### config.mk
export PLATFORM = sky130hd
export DESIGN_NAME = watchdog_with_reset_flags
export DESIGN_NICKNAME = d
export VERILOG_FILES = /design/src/verilog/watchdog_pkg.sv /design/src/verilog/watchdog_with_reset_flags.sv
export VERILOG_INCLUDE_DIRS = /design/src /design/src/verilog
export SDC_FILE = /design/constraint.sdc
export NUM_CORES = 1
export LEC_CHECK = 0
export ABC_AREA = 1
export BUFFER_PORTS_ARGS = -buffer_cell sky130_fd_sc_hd__buf_2
export CORE_UTILIZATION = 45
export CTS_CLUSTER_DIAMETER = 120
export DETAILED_ROUTE_END_ITERATION = 10
export GPL_TIMING_DRIVEN = 0
export PLACE_DENSITY = 0.79
export SETUP_SLACK_MARGIN = 0.3
export SYNTH_ARGS = -nofsm -noshare
export SYNTH_HDL_FRONTEND = slang
export SYNTH_SLANG_ARGS = --single-unit
### constraint.sdc
create_clock -name sys_clk_i -period 2.57 [get_ports sys_clk_i]
set_clock_uncertainty 0.2 [all_clocks]
set_input_delay 0.257 -clock sys_clk_i [delete_from_list [all_inputs] [get_ports sys_clk_i]]
set_output_delay 0.257 -clock sys_clk_i [all_outputs]
set_load 0.02 [all_outputs]
### src/verilog/watchdog_regs.svh
/*
  Register map, field positions, reset values and timing counts of the
  watchdog block. Definitions only; included by bare name.
*/
`ifndef WATCHDOG_REGS_SVH
`define WATCHDOG_REGS_SVH

// Register indices; the byte address is four times the index
`define WDT_CTRL_INDEX      8'h21
`define WDT_STAT_INDEX      8'h22
`define WDT_CTRL_ADDR       8'h84
`define WDT_STAT_ADDR       8'h88

// Control register fields
`define WDT_CTRL_IRQF_BIT   7
`define WDT_CTRL_IE_BIT     6
`define WDT_CTRL_SEL3_BIT   5
`define WDT_CTRL_CE_BIT     4
`define WDT_CTRL_WDE_BIT    3

// Status register fields
`define WDT_STAT_WDRF_BIT   3
`define WDT_STAT_BROWNOUT_CAUSE_FLAG_BIT   2
`define WDT_STAT_PIN_CAUSE_FLAG_BIT  1
`define WDT_STAT_POWERON_CAUSE_FLAG_BIT   0

// Reset values
`define WDT_SEL_RESET       4'h0
`define WDT_POWERON_CAUSE_FLAG_RESET      1'b1

// Timing
`define WDT_CE_CYCLES       3'h4
`define WDT_SLOW_OSC_KHZ    128
`define WDT_BASE_TICKS      2048
`define WDT_SEL_MAX         4'h9

`endif

### src/verilog/watchdog_pkg.sv
/*
  Types shared by the watchdog block.
  Assumes nothing of its surroundings.
*/
package watchdog_pkg;

  // Time-out behaviour selected by {enable, irq enable}
  typedef enum logic [1:0] {
    MODE_STOPPED   = 2'b00,
    MODE_IRQ       = 2'b01,
    MODE_RESET     = 2'b10,
    MODE_IRQ_RESET = 2'b11
  } wdt_mode_type;

endpackage

### src/verilog/watchdog_with_reset_flags.sv
/*
  Watchdog timer with its control register and the reset-cause flags,
  reached over APB (zero-wait, registered answer).
  Assumes the slow oscillator arrives as a one-cycle tick synchronous to
  sys_clk_i, and that rst_i is the power-on reset of the device.
*/
// The implementer's own choice: register access over APB.
// Summary of operation
// - Status bits 7:4 always read zero
// - Watchdog reset sets bit 3; POR or zero-write clears
// - Brown-out reset sets bit 2; POR or zero-write clears
// - Pin reset sets bit 1; POR or zero-write clears
// - Power-on sets bit 0; only zero-write clears
// - Interrupt flag set on time-out with irq-enable; ack or one-write clears
// - Interrupt needs global and time-out enable
// - Enable and irq-enable pick stop, interrupt, reset or interrupt then reset
// - With enable set, time-out clears irq-enable
// - Change-enable self-clears four cycles after set
// - Enable clears only inside the change window
// - Time-out select changes only inside the window
// - Safety level 2 never disables the watchdog
// - Level 1: watchdog flag forces enable on
// - Codes 0..9 give 2048 doubling to 1048576 ticks
// - Counter advances on the 128 kHz slow tick
// - Counter restarts on kick, disable, chip reset
// - Time-out reset is a one-cycle pulse
// - Fuse selects level 1 or always-on level 2
`timescale 1ns/1ps
`default_nettype none
`include "watchdog_regs.svh"

module watchdog_with_reset_flags
  import watchdog_pkg::*;
#(
  parameter int BASE_TICKS = `WDT_BASE_TICKS
)
(
  // Clock and power-on reset
  input  wire logic        sys_clk_i,
  input  wire logic        rst_i,
  // APB slave
  input  wire logic        psel_i,
  input  wire logic        penable_i,
  input  wire logic        pwrite_i,
  input  wire logic [7:0]  paddr_i,
  input  wire logic [31:0] pwdata_i,
  output logic      [31:0] prdata_o,
  output logic             pready_o,
  output logic             pslverr_o,
  // Device context
  input  wire logic        slow_tick_i,
  input  wire logic        kick_i,
  input  wire logic        always_on_fuse_i,
  input  wire logic        global_irq_enable_i,
  input  wire logic        irq_ack_i,
  input  wire logic        brownout_rst_i,
  input  wire logic        pin_rst_i,
  // Time-out outputs
  output logic             timeout_irq_o,
  output logic             wdt_reset_o
);

  logic        timeout_irq_flag;
  logic        timeout_irq_enable;
  logic        change_enable;
  logic [2:0]  ce_count;
  logic        enable_bit;
  logic [3:0]  timeout_select;
  logic        watchdog_cause_flag;
  logic        brownout_cause_flag;
  logic        pin_cause_flag;
  logic        poweron_cause_flag;
  logic [20:0] count;

  logic         level2;
  logic         enable_eff;
  logic         running;
  logic         timeout;
  logic         chip_rst;
  logic         wr_ctrl;
  logic         wr_stat;
  logic         addr_ok;
  wdt_mode_type mode;

  // Last tick of the selected period; reserved codes behave as the longest
  function automatic logic [20:0] period_last(input logic [3:0] code);
    logic [3:0] c;
    c = (code > `WDT_SEL_MAX) ? `WDT_SEL_MAX : code;
    return 21'(BASE_TICKS << c) - 21'h1;
  endfunction

  function automatic logic [7:0] ctrl_image(input logic f, input logic ie,
                                            input logic ce, input logic en,
                                            input logic [3:0] sel);
    return {f, ie, sel[3], ce, en, sel[2:0]};
  endfunction

  assign level2     = always_on_fuse_i;
  // Level 1 lets the watchdog flag hold the enable on
  assign enable_eff = enable_bit | level2 | watchdog_cause_flag;
  assign mode       = wdt_mode_type'({enable_eff, timeout_irq_enable});
  assign running    = (mode != MODE_STOPPED);
  assign timeout    = running && slow_tick_i && (count == period_last(timeout_select));
  // Our own reset pulse resets the control state one cycle later
  assign chip_rst   = brownout_rst_i | pin_rst_i | wdt_reset_o;

  assign addr_ok = (paddr_i == `WDT_CTRL_ADDR) || (paddr_i == `WDT_STAT_ADDR);
  assign wr_ctrl = psel_i && penable_i && pready_o && pwrite_i
                   && (paddr_i == `WDT_CTRL_ADDR);
  assign wr_stat = psel_i && penable_i && pready_o && pwrite_i
                   && (paddr_i == `WDT_STAT_ADDR);

  // APB: answer is registered during the setup cycle
  always_ff @(posedge sys_clk_i or posedge rst_i)
  begin
    if (rst_i)
    begin
      pready_o  <= 1'b0;
      pslverr_o <= 1'b0;
      prdata_o  <= 32'h0;
    end
    else
    begin
      pready_o  <= psel_i && !penable_i;
      pslverr_o <= psel_i && !penable_i && !addr_ok;
      prdata_o  <= 32'h0;
      if (psel_i && !penable_i && !pwrite_i)
      begin
        if (paddr_i == `WDT_CTRL_ADDR)
          prdata_o <= {24'h0, ctrl_image(timeout_irq_flag, timeout_irq_enable,
                                         change_enable, enable_eff, timeout_select)};
        else if (paddr_i == `WDT_STAT_ADDR)
          prdata_o <= {28'h0, watchdog_cause_flag, brownout_cause_flag,
                       pin_cause_flag, poweron_cause_flag};
      end
    end
  end

  // Slow-tick counter
  always_ff @(posedge sys_clk_i or posedge rst_i)
  begin
    if (rst_i)
      count <= 21'h0;
    else if (chip_rst || kick_i || !running)
      count <= 21'h0;
    else if (slow_tick_i)
      count <= timeout ? 21'h0 : count + 21'h1;
  end

  // Time-out action
  always_ff @(posedge sys_clk_i or posedge rst_i)
  begin
    if (rst_i)
      wdt_reset_o <= 1'b0;
    else
      wdt_reset_o <= timeout && (mode == MODE_RESET);
  end

  always_ff @(posedge sys_clk_i or posedge rst_i)
  begin
    if (rst_i)
      timeout_irq_o <= 1'b0;
    else
      timeout_irq_o <= timeout_irq_flag && timeout_irq_enable && global_irq_enable_i;
  end

  always_ff @(posedge sys_clk_i or posedge rst_i)
  begin
    if (rst_i)
      timeout_irq_flag <= 1'b0;
    else if (timeout && timeout_irq_enable)
      timeout_irq_flag <= 1'b1;
    else if (irq_ack_i || (wr_ctrl && pwdata_i[`WDT_CTRL_IRQF_BIT]))
      timeout_irq_flag <= 1'b0;
  end

  // Hardware clear wins over a simultaneous software set
  always_ff @(posedge sys_clk_i or posedge rst_i)
  begin
    if (rst_i)
      timeout_irq_enable <= 1'b0;
    else if (chip_rst)
      timeout_irq_enable <= 1'b0;
    else if (timeout && timeout_irq_enable && enable_eff)
      timeout_irq_enable <= 1'b0;
    else if (wr_ctrl)
      timeout_irq_enable <= pwdata_i[`WDT_CTRL_IE_BIT];
  end

  // Change window opens only when enable and change-enable are written together
  always_ff @(posedge sys_clk_i or posedge rst_i)
  begin
    if (rst_i)
    begin
      change_enable <= 1'b0;
      ce_count      <= 3'h0;
    end
    else if (chip_rst)
    begin
      change_enable <= 1'b0;
      ce_count      <= 3'h0;
    end
    else if (wr_ctrl && pwdata_i[`WDT_CTRL_CE_BIT] && pwdata_i[`WDT_CTRL_WDE_BIT])
    begin
      change_enable <= 1'b1;
      ce_count      <= 3'h0;
    end
    else if (change_enable)
    begin
      ce_count <= ce_count + 3'h1;
      if (ce_count == `WDT_CE_CYCLES - 3'h1 || wr_ctrl)
        change_enable <= 1'b0;
    end
  end

  always_ff @(posedge sys_clk_i or posedge rst_i)
  begin
    if (rst_i)
      enable_bit <= 1'b0;
    else if (chip_rst)
      enable_bit <= 1'b0;
    else if (wr_ctrl)
    begin
      if (pwdata_i[`WDT_CTRL_WDE_BIT])
        enable_bit <= 1'b1;
      else if (change_enable && !level2 && !watchdog_cause_flag)
        enable_bit <= 1'b0;
    end
  end

  always_ff @(posedge sys_clk_i or posedge rst_i)
  begin
    if (rst_i)
      timeout_select <= `WDT_SEL_RESET;
    else if (chip_rst)
      timeout_select <= `WDT_SEL_RESET;
    else if (wr_ctrl && change_enable)
      timeout_select <= {pwdata_i[`WDT_CTRL_SEL3_BIT], pwdata_i[2:0]};
  end

  // Reset-cause flags: a set in the same cycle as a zero-write wins
  always_ff @(posedge sys_clk_i or posedge rst_i)
  begin
    if (rst_i)
    begin
      watchdog_cause_flag <= 1'b0;
      brownout_cause_flag <= 1'b0;
      pin_cause_flag      <= 1'b0;
      poweron_cause_flag  <= `WDT_POWERON_CAUSE_FLAG_RESET;
    end
    else
    begin
      if (timeout && mode == MODE_RESET)
        watchdog_cause_flag <= 1'b1;
      else if (wr_stat && !pwdata_i[`WDT_STAT_WDRF_BIT])
        watchdog_cause_flag <= 1'b0;
      if (brownout_rst_i)
        brownout_cause_flag <= 1'b1;
      else if (wr_stat && !pwdata_i[`WDT_STAT_BROWNOUT_CAUSE_FLAG_BIT])
        brownout_cause_flag <= 1'b0;
      if (pin_rst_i)
        pin_cause_flag <= 1'b1;
      else if (wr_stat && !pwdata_i[`WDT_STAT_PIN_CAUSE_FLAG_BIT])
        pin_cause_flag <= 1'b0;
      if (wr_stat && !pwdata_i[`WDT_STAT_POWERON_CAUSE_FLAG_BIT])
        poweron_cause_flag <= 1'b0;
    end
  end
endmodule // watchdog_with_reset_flags
`default_nettype wire
==> results.ini <==
[synthesis]
syn_inst=418
syn-mean-instance-area_sq_um=7.65
ys_ff_latch=48
yosys.cell_types.count=38
ys_seq_area_share_pct=37.6
syn_area_sq_um=3200
yosysWarnings=0

[sta]
fin_ws_ps=149
layout_worst_path_cycle_share_pct=94.2
fin_hold_ws_ps=8.06
rsz0062_at_grt=true
hold_violations=0
report.final.slew_viol_count=0
relSlewSlack_pct=61.4
min_period_ps=2420
tightest_slew_ps=579
setup_tns_ps=0
setup-violations-final=0
max_freq_mhz=413

[setup_path]
slowest_stage=dfrtp_2
cp.required_ps=2570
start_kind=flop
critPathTopFamily=simple AND/OR/NAND/NOR gates
crit_fanout=5
worstSetupPathType=flop to flop
path_cells=nor2_4 > nand3_2 > ha_4 > inv_2 > nand2_2 > and2_1 > nand3_1 > nor2_1 > nand3_1 > nor2_2 > nand4_4 > clkbuf_16 > nand3_2 > nand2_1
end_kind=flop
slowest_delay_ps=480
cp_num_buf_inv=2
cp.arrival_ps=2420

[grt]
gr-max-usage-layer=met2
antenna_found_initial=0
grtUsageMet2_pct=38.4
grt_max_degree=26
gr-usage-met1_pct=25.0
overflow=0
grt_usage_pct=21.1
gr-usage-met3_pct=4.10
grt_pass1_wl_um=12400
grt_pass1_vias=2810

[clocking]
root_buffer=clkbuf_8
clk_latency_ps=310
cts.path.max_buffers=2
cts.sinks=48
cts_tree=done
path_clk_slew_ps=90
cts-htree-levels=2
cts_buffers=5

[floorplanning]
die_x_um=86.3
num_rows=30
ios=88
die_h_um=86.3
initial_utilization_pct=46.8
die-area_sq_um=7450
core-area_sq_um=6830

[power_and_ir_drop]
ir_drop_mv=0.279
cellPowerDensity_nw_per_um2=393
p_leak_uw=0.00206

[route]
drt-initial-drc-count=117
routed_wl_um=7510
ant_nets=0
dr.pass1.iters=4
drc_errors=0
drt-wirelength-per-cell_um=12.4
viasPerCell=4.92
vias=2979

[cells_and_area]
syn_to_final_growth_pct=26.8
num_antenna_cells=0
utilization_pct=59.4
nets=565
final_layout_size_suffix_gt1_share_pct=29.0
nFillCells=631

[placement]
hpwl_um=5440
gp_congestion=0.908
portBuffers=39
pre_cts_ws_ps=-26.2

[worst_hold_path]
hold_class=input pin to flop

[outcome]
status=completed

[flow_run]
drv_cap=0

-- flip-flops by register name, indices dropped and copies added, names as in the netlist, 3 cells and up --
register / cells
timeout_select: 4
prdata_o: 8
count: 21
ce_count: 3
-- cells in the final DEF (no fill, tap or decap), types with 3 or more instances in the layout --
| master | count |
|---|---|
| dfrtp_1 | 44 |
| nand3_2 | 18 |
| nor4_1 | 3 |
| conb_1 | 24 |
| dfrtp_2 | 3 |
| nor2_4 | 6 |
| clkbuf_8 | 5 |
| xor2_1 | 16 |
| inv_4 | 3 |
| inv_2 | 5 |
| nor3_4 | 3 |
| o21ai_0 | 14 |
| buf_2 | 39 |
| nor3_1 | 17 |
| xnor2_1 | 3 |
| a21oi_1 | 9 |
| nor2_2 | 4 |
| nand2_1 | 111 |
| ha_1 | 3 |
| inv_1 | 50 |
| nand2_2 | 5 |
| buf_4 | 37 |
| nand3_1 | 20 |
| nand4_1 | 10 |
| nor2_1 | 21 |
| dlygate4sd3_1 | 7 |
-- worst register-to-register path, delay by kind of cell (launching register included) --
family        cells  cell delay (ps)
simple gates     11             1080
flops             1              480
buf+inv           2              260
fa+ha+maj         1              290
-- timing repair --
item                                    CTS  global route
resized for setup                        15             9
gates cloned                              1             0
endpoints found under the setup margin   19            20
endpoints found under the hold margin    28             0
hold buffers                              7             0
setup buffers                            11             2
pin swaps                                 8             5
-- cell usage after synthesis, drive strengths merged --
library cell / number / area share [%]
and2: 1 / 0.20
xor2: 18 / 5.4
nand4: 13 / 3.4
buf: 28 / 6.7
o21ai: 15 / 2.5
dfrtp: 47 / 37
dfstp: 1 / 0.82
nor2: 31 / 4.8
a211oi: 1 / 0.23
nor4: 3 / 0.59
nand2: 116 / 14
nand3: 39 / 7.7
clkbuf: 1 / 0.12
o41ai: 2 / 0.55
o21a: 1 / 0.23
ha: 4 / 1.6
a211o: 1 / 0.27
xnor2: 3 / 0.82
inv: 59 / 7.0
conb: 1 / 0.12
o31ai: 1 / 0.23
or2: 3 / 0.59
nor3: 20 / 4.2
a21oi: 9 / 1.4
-- where the power goes --
part | internal, uW | switching (uW) | leakage [uW] | total (uW)
logic | 122 | 166 | 0.00135 | 287
clock network | 289 | 251 | 0.0000552 | 539
registers | 762 | 7.64 | 0.000647 | 769
total | 1170 | 424 | 0.00206 | 1600
-- final timing paths --
| path | slack [ps] | cells past startpoint | to | from |
|---|---|---|---|---|
| max | 150 | 14 | count[3] | timeout_select[2] |
| min | 8 | 3 | pin_cause_flag | pwdata_i[1] |
| max reg2reg | 150 | 14 | count[3] | timeout_select[2] |
| min reg2reg | 260 | 1 | poweron_cause_flag | poweron_cause_flag |
| max in group asynchronous | 1230 | 4 | poweron_cause_flag | rst_i |
| min in group asynchronous | 350 | 3 | count[0] | rst_i |
-- per-stage QoR --
stage,area [sq um],std cells,power [uW]
after floorplan,3310,441,963
after global placement,3630,576,1010
after detailed placement,3650,577,1020
after CTS,4010,604,1600
after global routing,4060,606,1660
final,4060,606,1600
-- layout make-up --
cell class / instances / area [sq um] / area share [%]
Buffer: 29 / 234 / 5.77
Multi-Input combinational cell: 305 / 1730 / 42.6
Sequential cell: 48 / 1210 / 29.7
Tap cell: 96 / 120 / 2.96
Inverter: 59 / 234 / 5.77
Clock buffer: 6 / 72.6 / 1.79
Clock inverter: 2 / 35.0 / 0.863
Timing Repair Buffer: 61 / 428 / 10.5
-- cells by family (layout without fill, tap and decap cells) --
group                      Yosys count  in the layout  share of synthesized area [%]
other                                1             24                          0.117
adders and majority gates            4              4                           1.56
xor gates and xnor gates            21             21                           6.22
DFF                                 48             48                           37.6
AOI/OAI and AO/OA                   30             30                           5.40
buffers and inverters               88            157                           13.8
and+or+nand+nor                    226            226                           35.3
-- metal layers --
metal  vias up  wire length (um)
met1      1401              3210
met2        96              3790
li1       1467                 -
met3        15               390
met4         0               122
met5         -                 0
(Power assumes the default switching activity.)
